===== src/inc/rs232_pwr_map.svh =====
// Constants for the transceiver power-mode host controller
// Behaviour
// - Line-follow mode drives the line indicator onto both control inputs.
// - Single manual control drives both control inputs with one level.
// - Host switches power modes by shutdown_n_in; keep_awake_in secondary.
// - Unused transmitter inputs are driven low, never left floating.
`ifndef RS232_PWR_MAP_SVH
`define RS232_PWR_MAP_SVH

`define CLK_FREQ_MHZ      250
`define READY_TIME_US     100
`define READY_CYC         (`READY_TIME_US * `CLK_FREQ_MHZ)
`define WAKE_PULSE_NS     1000
`define WAKE_PULSE_CYC    ((`WAKE_PULSE_NS * `CLK_FREQ_MHZ + 999) / 1000)
`define TX_COUNT          3
`define RX_COUNT          3
`define TX_USED_MASK_RST  3'h7

`endif


===== src/inc/rs232_pwr_pkg.sv =====
// Types for the transceiver power-mode host controller
package rs232_pwr_pkg;

    typedef enum logic [1:0] {
        MODE_ALWAYS_ON   = 2'h0,
        MODE_MANUAL      = 2'h1,
        MODE_AUTO        = 2'h2,
        MODE_LINE_FOLLOW = 2'h3
    } pwr_mode_t;

    typedef enum logic [3:0] {
        ST_OFF    = 4'h1,
        ST_WAKE   = 4'h2,
        ST_SETTLE = 4'h4,
        ST_READY  = 4'h8
    } pwr_state_t;

endpackage


===== src/inc/pin_sync_if.sv =====
// Synchronised device pin levels passed from the synchroniser to the core
`timescale 1ns/10ps
interface pin_sync_if #(
    parameter int W = 4
);
    logic [W-1:0] level;

    modport src (output level);
    modport dst (input  level);
endinterface


===== src/rtl/rs232_pwr_host.sv =====
// Host-side power-mode controller driving the transceiver control pins
`timescale 1ns/10ps
`include "rs232_pwr_map.svh"
module rs232_pwr_host #(
    parameter int         READY_CYCLES = `READY_CYC,
    parameter int         WAKE_CYCLES  = `WAKE_PULSE_CYC,
    parameter logic [2:0] TX_USED_MASK = `TX_USED_MASK_RST
) (
    input  wire logic       sys_clk,
    input  wire logic       reset_n,
    input  wire logic [1:0] mode_sel,
    input  wire logic       sw_shutdown_req,
    input  wire logic [2:0] tx_data,
    input  wire logic [2:0] dev_rx_out,
    input  wire logic       dev_line_valid,
    output logic            dev_shutdown_n,
    output logic            dev_keep_awake,
    output logic [2:0]      dev_tx_in,
    output logic [2:0]      rx_data,
    output logic            line_valid,
    output logic            link_ready
);
    localparam int CW = $clog2(READY_CYCLES + 1) + 1;

    ////////////////////////////////////////////////////////////////////
    // Reset release and pin synchronisers
    logic rst_meta_q;
    logic rst_n_q;

    always_ff @(posedge sys_clk or negedge reset_n) begin
        if (!reset_n) begin
            rst_meta_q <= 1'b0;
            rst_n_q    <= 1'b0;
        end else begin
            rst_meta_q <= 1'b1;
            rst_n_q    <= rst_meta_q;
        end
    end

    pin_sync_if #(.W(4)) pins ();

    pin_sync #(.W(4)) u_sync (
        .sys_clk (sys_clk),
        .rst_n   (rst_n_q),
        .raw     ({dev_line_valid, dev_rx_out}),
        .sync    (pins.src)
    );

    wire       inv_s = pins.level[3];
    wire [2:0] rx_s  = pins.level[2:0];

    ////////////////////////////////////////////////////////////////////
    // Mode decode
    rs232_pwr_pkg::pwr_mode_t   mode;
    rs232_pwr_pkg::pwr_state_t  state_q;
    rs232_pwr_pkg::pwr_state_t  state_d;
    logic [CW-1:0]              cnt_q;
    logic [CW-1:0]              cnt_d;

    function automatic logic want_power(
        input rs232_pwr_pkg::pwr_mode_t m,
        input logic                     req,
        input logic                     inv
    );
        case (m)
            rs232_pwr_pkg::MODE_ALWAYS_ON:   want_power = 1'b1;
            rs232_pwr_pkg::MODE_LINE_FOLLOW: want_power = inv;
            default:                         want_power = ~req;
        endcase
    endfunction

    assign mode = rs232_pwr_pkg::pwr_mode_t'(mode_sel);

    wire want_on  = want_power(mode, sw_shutdown_req, inv_s);
    wire is_auto  = (mode == rs232_pwr_pkg::MODE_AUTO);
    wire cnt_done = (cnt_q == '0);

    ////////////////////////////////////////////////////////////////////
    // Power sequence: wake pulse in auto mode only, then settle wait before the link is used
    always_comb begin
        state_d = state_q;
        cnt_d   = cnt_q;
        if (!cnt_done) begin
            cnt_d = cnt_q - 1'b1;
        end
        case (state_q)
            rs232_pwr_pkg::ST_OFF: begin
                if (want_on && is_auto) begin
                    state_d = rs232_pwr_pkg::ST_WAKE;
                    cnt_d   = CW'(WAKE_CYCLES - 1);
                end else if (want_on) begin
                    state_d = rs232_pwr_pkg::ST_SETTLE;
                    cnt_d   = CW'(READY_CYCLES - 1);
                end
            end
            rs232_pwr_pkg::ST_WAKE: begin
                if (cnt_done) begin
                    state_d = rs232_pwr_pkg::ST_SETTLE;
                    cnt_d   = CW'(READY_CYCLES - WAKE_CYCLES - 1);
                end
            end
            rs232_pwr_pkg::ST_SETTLE: begin
                if (cnt_done) begin
                    state_d = rs232_pwr_pkg::ST_READY;
                end
            end
            rs232_pwr_pkg::ST_READY: begin
                state_d = rs232_pwr_pkg::ST_READY;
            end
            default: begin
                state_d = rs232_pwr_pkg::ST_OFF;
            end
        endcase
        if (!want_on) begin
            state_d = rs232_pwr_pkg::ST_OFF;
            cnt_d   = '0;
        end
    end

    ////////////////////////////////////////////////////////////////////
    // Control pin levels
    logic shut_n_d;
    logic awake_d;

    always_comb begin
        case (mode)
            rs232_pwr_pkg::MODE_ALWAYS_ON: begin
                shut_n_d = 1'b1;
                awake_d  = 1'b1;
            end
            rs232_pwr_pkg::MODE_MANUAL: begin
                shut_n_d = want_on;
                awake_d  = want_on;
            end
            rs232_pwr_pkg::MODE_AUTO: begin
                shut_n_d = want_on;
                awake_d  = (state_d == rs232_pwr_pkg::ST_WAKE);
            end
            rs232_pwr_pkg::MODE_LINE_FOLLOW: begin
                shut_n_d = inv_s;
                awake_d  = inv_s;
            end
            default: begin
                shut_n_d = 1'b0;
                awake_d  = 1'b0;
            end
        endcase
    end

    always_ff @(posedge sys_clk or negedge rst_n_q) begin
        if (!rst_n_q) begin
            state_q        <= rs232_pwr_pkg::ST_OFF;
            cnt_q          <= '0;
            dev_shutdown_n <= 1'b0;
            dev_keep_awake <= 1'b0;
        end else begin
            state_q        <= state_d;
            cnt_q          <= cnt_d;
            dev_shutdown_n <= shut_n_d;
            dev_keep_awake <= awake_d;
        end
    end

    ////////////////////////////////////////////////////////////////////
    // Data pins
    always_ff @(posedge sys_clk or negedge rst_n_q) begin
        if (!rst_n_q) begin
            dev_tx_in  <= '0;
            rx_data    <= '0;
            line_valid <= 1'b0;
        end else begin
            dev_tx_in  <= tx_data & TX_USED_MASK;
            rx_data    <= rx_s;
            line_valid <= inv_s;
        end
    end

    assign link_ready = (state_q == rs232_pwr_pkg::ST_READY);

    ////////////////////////////////////////////////////////////////////
    // Checks
    logic [CW-1:0] on_cnt_q;

    always_ff @(posedge sys_clk or negedge rst_n_q) begin
        if (!rst_n_q) begin
            on_cnt_q <= '0;
        end else if (!dev_shutdown_n) begin
            on_cnt_q <= '0;
        end else if (on_cnt_q != '1) begin
            on_cnt_q <= on_cnt_q + 1'b1;
        end
    end

    property p_tx_unused_low;
        @(posedge sys_clk) disable iff (!rst_n_q)
        (dev_tx_in & ~TX_USED_MASK) == 3'h0;
    endproperty
    a_tx_unused_low: assert property (p_tx_unused_low)
        else $error("unused transmitter input driven high");

    property p_line_follow;
        @(posedge sys_clk) disable iff (!rst_n_q)
        ##1 ($past(mode) == rs232_pwr_pkg::MODE_LINE_FOLLOW) |->
            (dev_shutdown_n == $past(inv_s)) &&
            (dev_keep_awake == $past(inv_s));
    endproperty
    a_line_follow: assert property (p_line_follow)
        else $error("control pins do not follow line indicator");

    property p_manual_tied;
        @(posedge sys_clk) disable iff (!rst_n_q)
        ##1 ($past(mode) == rs232_pwr_pkg::MODE_MANUAL) |->
            (dev_shutdown_n == dev_keep_awake) &&
            (dev_shutdown_n == !$past(sw_shutdown_req));
    endproperty
    a_manual_tied: assert property (p_manual_tied)
        else $error("manual control pins not tied together");

    property p_auto_request;
        @(posedge sys_clk) disable iff (!rst_n_q)
        ##1 ($past(mode) == rs232_pwr_pkg::MODE_AUTO) |->
            dev_shutdown_n == !$past(sw_shutdown_req);
    endproperty
    a_auto_request: assert property (p_auto_request)
        else $error("shutdown pin does not follow host request");

    property p_wake_pulse;
        @(posedge sys_clk) disable iff (!rst_n_q)
        ($rose(dev_shutdown_n) && is_auto && $stable(mode)) |->
            dev_keep_awake;
    endproperty
    a_wake_pulse: assert property (p_wake_pulse)
        else $error("no wake pulse on power up in auto mode");

    property p_ready_after_settle;
        @(posedge sys_clk) disable iff (!rst_n_q)
        $rose(link_ready) |-> (on_cnt_q >= CW'(READY_CYCLES - 1));
    endproperty
    a_ready_after_settle: assert property (p_ready_after_settle)
        else $error("link ready before settle time");
endmodule


===== src/rtl/pin_sync.sv =====
// Two-flop synchroniser bank for device pins
`timescale 1ns/10ps
module pin_sync #(
    parameter int W = 4
) (
    input  wire logic         sys_clk,
    input  wire logic         rst_n,
    input  wire logic [W-1:0] raw,
    pin_sync_if.src           sync
);
    logic [W-1:0] meta_q;
    logic [W-1:0] stable_q;

    // First stage feeds only the second stage
    always_ff @(posedge sys_clk or negedge rst_n) begin
        if (!rst_n) begin
            meta_q   <= '0;
            stable_q <= '0;
        end else begin
            meta_q   <= raw;
            stable_q <= meta_q;
        end
    end

    assign sync.level = stable_q;
endmodule


===== config.mk =====
export PLATFORM = sky130hd
export DESIGN_NAME = rs232_pwr_host
export DESIGN_NICKNAME = d
export VERILOG_FILES = /design/src/inc/rs232_pwr_pkg.sv /design/src/inc/pin_sync_if.sv /design/src/rtl/rs232_pwr_host.sv /design/src/rtl/pin_sync.sv
export VERILOG_INCLUDE_DIRS = /design/src /design/src/inc
export SDC_FILE = /design/constraint.sdc
export NUM_CORES = 1
export LEC_CHECK = 0
export BUFFER_PORTS_ARGS = -buffer_cell sky130_fd_sc_hd__buf_2
export CAP_MARGIN = 20
export CELL_PAD_IN_SITES_DETAIL_PLACEMENT = 1
export CELL_PAD_IN_SITES_GLOBAL_PLACEMENT = 1
export CORE_AREA = 2 2 85 79
export CTS_CLUSTER_DIAMETER = 100
export DETAILED_ROUTE_END_ITERATION = 12
export DIE_AREA = 0 0 87 81
export PLACE_DENSITY_LB_ADDON = 0.1
export RECOVER_POWER = 100
export SLEW_MARGIN = 20
export SYNTH_ARGS = -nofsm -noshare
export SYNTH_HDL_FRONTEND = slang
export SYNTH_SLANG_ARGS = --single-unit

===== constraint.sdc =====
create_clock -name sys_clk -period 1.25 [get_ports sys_clk]
set_input_delay 0.125 -clock sys_clk [delete_from_list [all_inputs] [get_ports sys_clk]]
set_output_delay 0.125 -clock sys_clk [all_outputs]
set_load 0.03 [all_outputs]

# Yosys cells after proc, flatten, opt, wreduce, memory -nomap -nowiden
# Cells that the tools add are included.
# W data, S select, Z words.
[word_totals] elab_cells=38 register_bits=39 in_bits=12
[op_classes] mux=13 n_eq_ne=8 bitwise_logic=1 addsub=1 n_reduce_logical=4
[ops] op="$mux W16" n=3
[ops] op="$pmux W16 S2" n=1
[ops] op="$logic_not A16 Y1" n=1
[ops] op="$pmux W4 S4" n=1
[ops] op="$sub A16 B1 Y16 const B" n=1
[ops] op="$mux W15" n=1
[ops] op="$mux W4" n=3
[ops] op="$eq A4 B2 Y1 const B" n=2
[ops] op="$eq A2 B2 Y1 const B" n=2
[ops] op="$eq A4 B1 Y1 const B" n=1
[ops] op="$eq A4 B3 Y1 const B" n=1
[ops] op="$eq A4 B4 Y1 const B" n=1
[ops] op="$pmux W1 S4" n=1
[ops] op="$mux W3" n=1
[ops] op="$pmux W1 S3" n=1
[ops] op="$eq A2 B1 Y1 const B" n=1
[ops] op="$logic_not A2 Y1" n=1
[ops] op="$pmux W1 S2" n=1
[ops] op="$reduce_or A2 Y1" n=1
[ops] op="$logic_and A1 B1 Y1" n=1
[ops] op="$not A1 Y1" n=1

# Depth between registers and ports, before layout
[logic_depth] word_depth=8 ltp_mapped=9 depth_no_buf=9

# Modules after synthesis
# A second synthesis with hierarchy kept.
[hier_totals] cells_unflattened=174 hier_area_um2=1846.8
[by_module_without_submodules] mod="rs232_pwr_host" area_per_inst_um2=1646.6 n_inst=1 cells_each=166
[by_module_without_submodules] mod="pin_sync" area_per_inst_um2=200.2 n_inst=1 cells_each=8

# Least setup slack after synthesis
# Ideal clock, no wire load.
[synth_path] path_kind="register to register" startpoint="reg cnt_q[0]" endpoint="reg cnt_q[14]" stages_incl_launch_ff=8 arrival_time_ns=1.775 synth_period_minus_slack_ns=1.857 required_time_ns=1.167 setup_slack_ns=-0.607 setup_time_ns=0.083 path_cell_list="dfrtp_1 > inv_1 > ha_1 > nor3b_2 > nand3_2 > buf_6 > or4_1 > a31oi_1"
[synth_via] elab_chain_cells=5 elab_cells_between_ends=6
[synth_rtl] item="start, declared" line="rs232_pwr_host.sv:57" text="logic [CW-1:0] cnt_q;"
[synth_rtl] item="start signal, assigned" line="rs232_pwr_host.sv:158" text="cnt_q <= cnt_d;"
[synth_rtl] item="$sub A16 B1 Y16 or $logic_not A16 Y1 (tied branches)" line="rs232_pwr_host.sv:84, rs232_pwr_host.sv:76"
[synth_rtl] item="$mux W16" line="rs232_pwr_host.sv:83" text="if (!cnt_done) begin"
[synth_rtl] item="$mux W16" line="rs232_pwr_host.sv:97" text="if (cnt_done) begin"
[synth_rtl] item="$pmux W16 S2 (*)" line="rs232_pwr_host.sv:86" text="case (state_q)"
[synth_rtl] item="$mux W16 (*)" line="rs232_pwr_host.sv:114" text="if (!want_on) begin"
[synth_rtl] item="via cnt_d[14]" line="rs232_pwr_host.sv:58" text="logic [CW-1:0] cnt_d;"
# Mark *: on every way through the listed nets, which the timed path passes. The rest lies on a longest branch.

# Final worst setup path
[layout_path] startpoint="reg cnt_q[1]" endpoint="reg cnt_q[12]"
# Same word-level chain as after synthesis.

==> flow_summary_export.csv <==
group,metric,value,unit
setup_path,worstPathArrival,2.00,ns
place,dpl.hpwl,3740,µm
timing,setup_viol,22,
clock_tree,clock_sinks,39,
route,drtAntennaViolNets,0,
pwr,totalPowerFinal,6780,µW
clock_tree,cts_tree,"done",
route,dr_wl_met2,2920,µm
final_layout,fin_cells,330,
run_status,violations,"negative setup slack",
floorplanning,die_y,81,µm
setup_path,startpoint_type,"flop",
timing,drv_slew,0,
timing,finClkSkew,0.00589,ns
floorplanning,pin_count,22,
logic_synthesis,yosysUniqueCellTypes,51,
global_route,grt_pass1_vias,1875,
clock_tree,insertion_delay,0.30,ns
logic_synthesis,yosysWarnings,0,
logic_synthesis,postSynthAreaPerCell,11.2,µm²
route,wl_per_cell,16.4,µm
place,dpl-instance-area,2370,µm²
route,drt-total-wl,5400,µm
job,max_cap_violations,0,
setup_path,critPathSlowestCell,"dfrtp_1",
global_route,grt_use_total,16.8,%
run_status,status,"finished, violations left",
logic_synthesis,ys_seq_elements,39,
clock_tree,htree_levels,2,
logic_synthesis,synth_async_sr_flop_share,100,%
setup_path,crit_chain,"inv_2, ha_4, nor3b_4, nand3_4, buf_6, or3_4, mux2i_1, nor2_1",
timing,hold_viol,0,
pwr,power_density,2320,nW/µm²
global_route,grt_antenna_before_repair,0,
place,routabilityCongestion,0.817,
setup_path,crit_buf_inv,2,
route,wl_met3,130,µm
setup_path,worstPathRequired,1.44,ns
final_layout,synthToLayoutAreaGrowth,63.5,%
timing,final.setup.worst_slack,-0.561,ns
timing,rsz0062_at_grt,"true",
final_layout,final_cell_mix,"buf_4 (50), dfrtp_1 (38), clkbuf_1 (12), nor2_1 (11), buf_2 (10)",
clock_tree,cts-buffers-inserted,5,
timing,period_share,145,%
floorplanning,initial_core_util,28.6,%
route,drtPass1Iterations,4,
floorplanning,die-area,7050,µm²
floorplanning,die_width,87,µm
final_layout,stdcell_area,2930,µm²
route,drc_errors,0,
logic_synthesis,ys_seq_area_share,54.5,%
logic_synthesis,synth_edf_count,0,
setup_path,worstSetupPathType,"flop to flop",
setup_path,critPathMaxFanout,6,
place,place_ws,-0.633,ns
logic_synthesis,syn_inst,160,
route,drtIter0Drc,60,
min_path,hp-class,"input port to asynchronous set/reset pin",
final_layout,drive_above_1_share,49.8,%
final_layout,nNetsFinal,272,
setup_path,rrSetupSlack,-0.56,ns
final_layout,final_core_util,46.7,%
clock_tree,cts_max_path_buffers,2,
timing,min_period,1.81,ns
timing,relSlewSlack,50.2,%
setup_path,max_stage_delay,0.40,ns
clock_tree,path_clk_slew,0.09,ns
pwr,power.leakage,0.00129,µW
global_route,grt_max_degree,25,
setup_path,r2r_cells,8,
route,dr.max_layer_used,"met4",
floorplanning,std_cell_rows,28,
floorplanning,core_area,6270,µm²
route,via_count,1640,
global_route,grt_pass1_wl,9070,µm
setup_path,crit_cells,8,
logic_synthesis,syn-num-nets,178,
place,portBuffers,21,
route,wl_met1,2290,µm
timing,timing.fmax,552,MHz
logic_synthesis,synth_flop_cell,"dfrtp_1",
pwr,irDropWorstVdd,0.000783,V
place,placedCellCount,303,
final_layout,final_common_cell,"buf_4",
logic_synthesis,synth_area,1790,µm²
setup_path,cpLargestDelayFamily,"simple AND/OR/NAND/NOR gates",
final_layout,antennaDiodeCount,0,
route,viasPerCell,4.97,
clock_tree,cts_root_buf,"clkbuf_8",
timing,worstMarginPinSlew,0.747,ns
setup_path,worst_setup_path_end_kind,"flop",
global_route,grt-ovfl-total,0,
-- state kept, by name, summed over array words and instances (netlist names) --
signal and flops:
u_sync.sync.level 4, rst_meta_q 1, state_q 4, dev_keep_awake 1, line_valid 1, u_sync.meta_q 4
dev_shutdown_n 1, cnt_q 16, dev_tx_in 3, rst_n_q 1, rx_data 3
-- cell usage after synthesis, types with 3 or more instances --
| library cell | number | area [µm²] |
|---|---|---|
| nor3_1 | 8 | 40.0 |
| o21ai_0 | 6 | 30.0 |
| xor2_1 | 4 | 35.0 |
| ha_1 | 6 | 75.1 |
| o21ai_1 | 5 | 25.0 |
| nand3_1 | 3 | 15.0 |
| inv_1 | 6 | 22.5 |
| nand2_1 | 7 | 26.3 |
| a21oi_1 | 9 | 45.0 |
| dfrtp_1 | 38 | 951 |
| xnor2_1 | 4 | 35.0 |
| nor2_1 | 12 | 45.0 |
| or3_1 | 3 | 18.8 |
-- per-layer routing --
| metal | GRT usage [%] | vias up |
|---|---|---|
| li1 | - | 773 |
| met1 | 20.3 | 840 |
| met2 | 30.5 | 21 |
| met3 | 2.64 | 6 |
| met4 | 5.16 | 0 |
| met5 | 0 | - |
-- stage by stage --
step	TNS [ns]	hold WS, ns
5_1_grt	-12.18	0.157
2_1_floorplan	-8.05	-0.171
3_3_place_gp	-10.41	-0.0891
4_1_cts	-9.99	0.133
6_report	-10.37	0.140
3_5_place_dp	-11.04	-0.0842
-- where the power goes --
part           leakage [µW]  internal, µW  switching, µW
Combinational      0.000737          1870           1840
Clock             0.0000703           811            500
Sequential         0.000484          1500            257
-- path summary, 6_finish.rpt --
path,startpoint,to
max reg2reg,cnt_q[1]$_DFF_PN0_,cnt_q[12]$_DFF_PN0_
min reg2reg,u_sync.sync.level[2]$_DFF_PN0_,rx_data[2]$_DFF_PN0_
min in group sys_clk,sw_shutdown_req,dev_shutdown_n$_DFF_PN0_
min,reset_n,rst_meta_q$_DFF_PN0_
max,cnt_q[1]$_DFF_PN0_,cnt_q[12]$_DFF_PN0_
max in group asynchronous,rst_n_q$_DFF_PN0_,cnt_q[14]$_DFF_PN0_
-- layout make-up --
type | instances | area (µm²)
inverters | 6 | 22.5
well taps | 75 | 93.8
fillers | 681 | 3340
clock inverters | 3 | 71.3
flip-flops and latches | 39 | 977
repair buffers | 90 | 657
clock buffers | 5 | 68.8
multi-input cells | 112 | 1040
-- timing repair --
| item | CTS | global route |
|---|---|---|
| setup buffers | 6 | 4 |
| gates resized for setup | 32 | 27 |
| hold endpoints to repair | 9 | 0 |
| gates cloned | 1 | 0 |
| hold buffers | 8 | 0 |
| endpoints found under the setup margin | 22 | 22 |
| pin swaps | 7 | 9 |
-- cells by family after synthesis --
| logic type | share of synthesized area [%] |
|---|---|
| compound gates | 14.3 |
| xor+xnor | 3.91 |
| fa+ha+maj | 4.19 |
| buf+inv | 2.44 |
| flops | 54.5 |
| mux | 1.19 |
| other cells | 0.209 |
| simple gates | 19.2 |
Power figures use the tool's default switching activity.
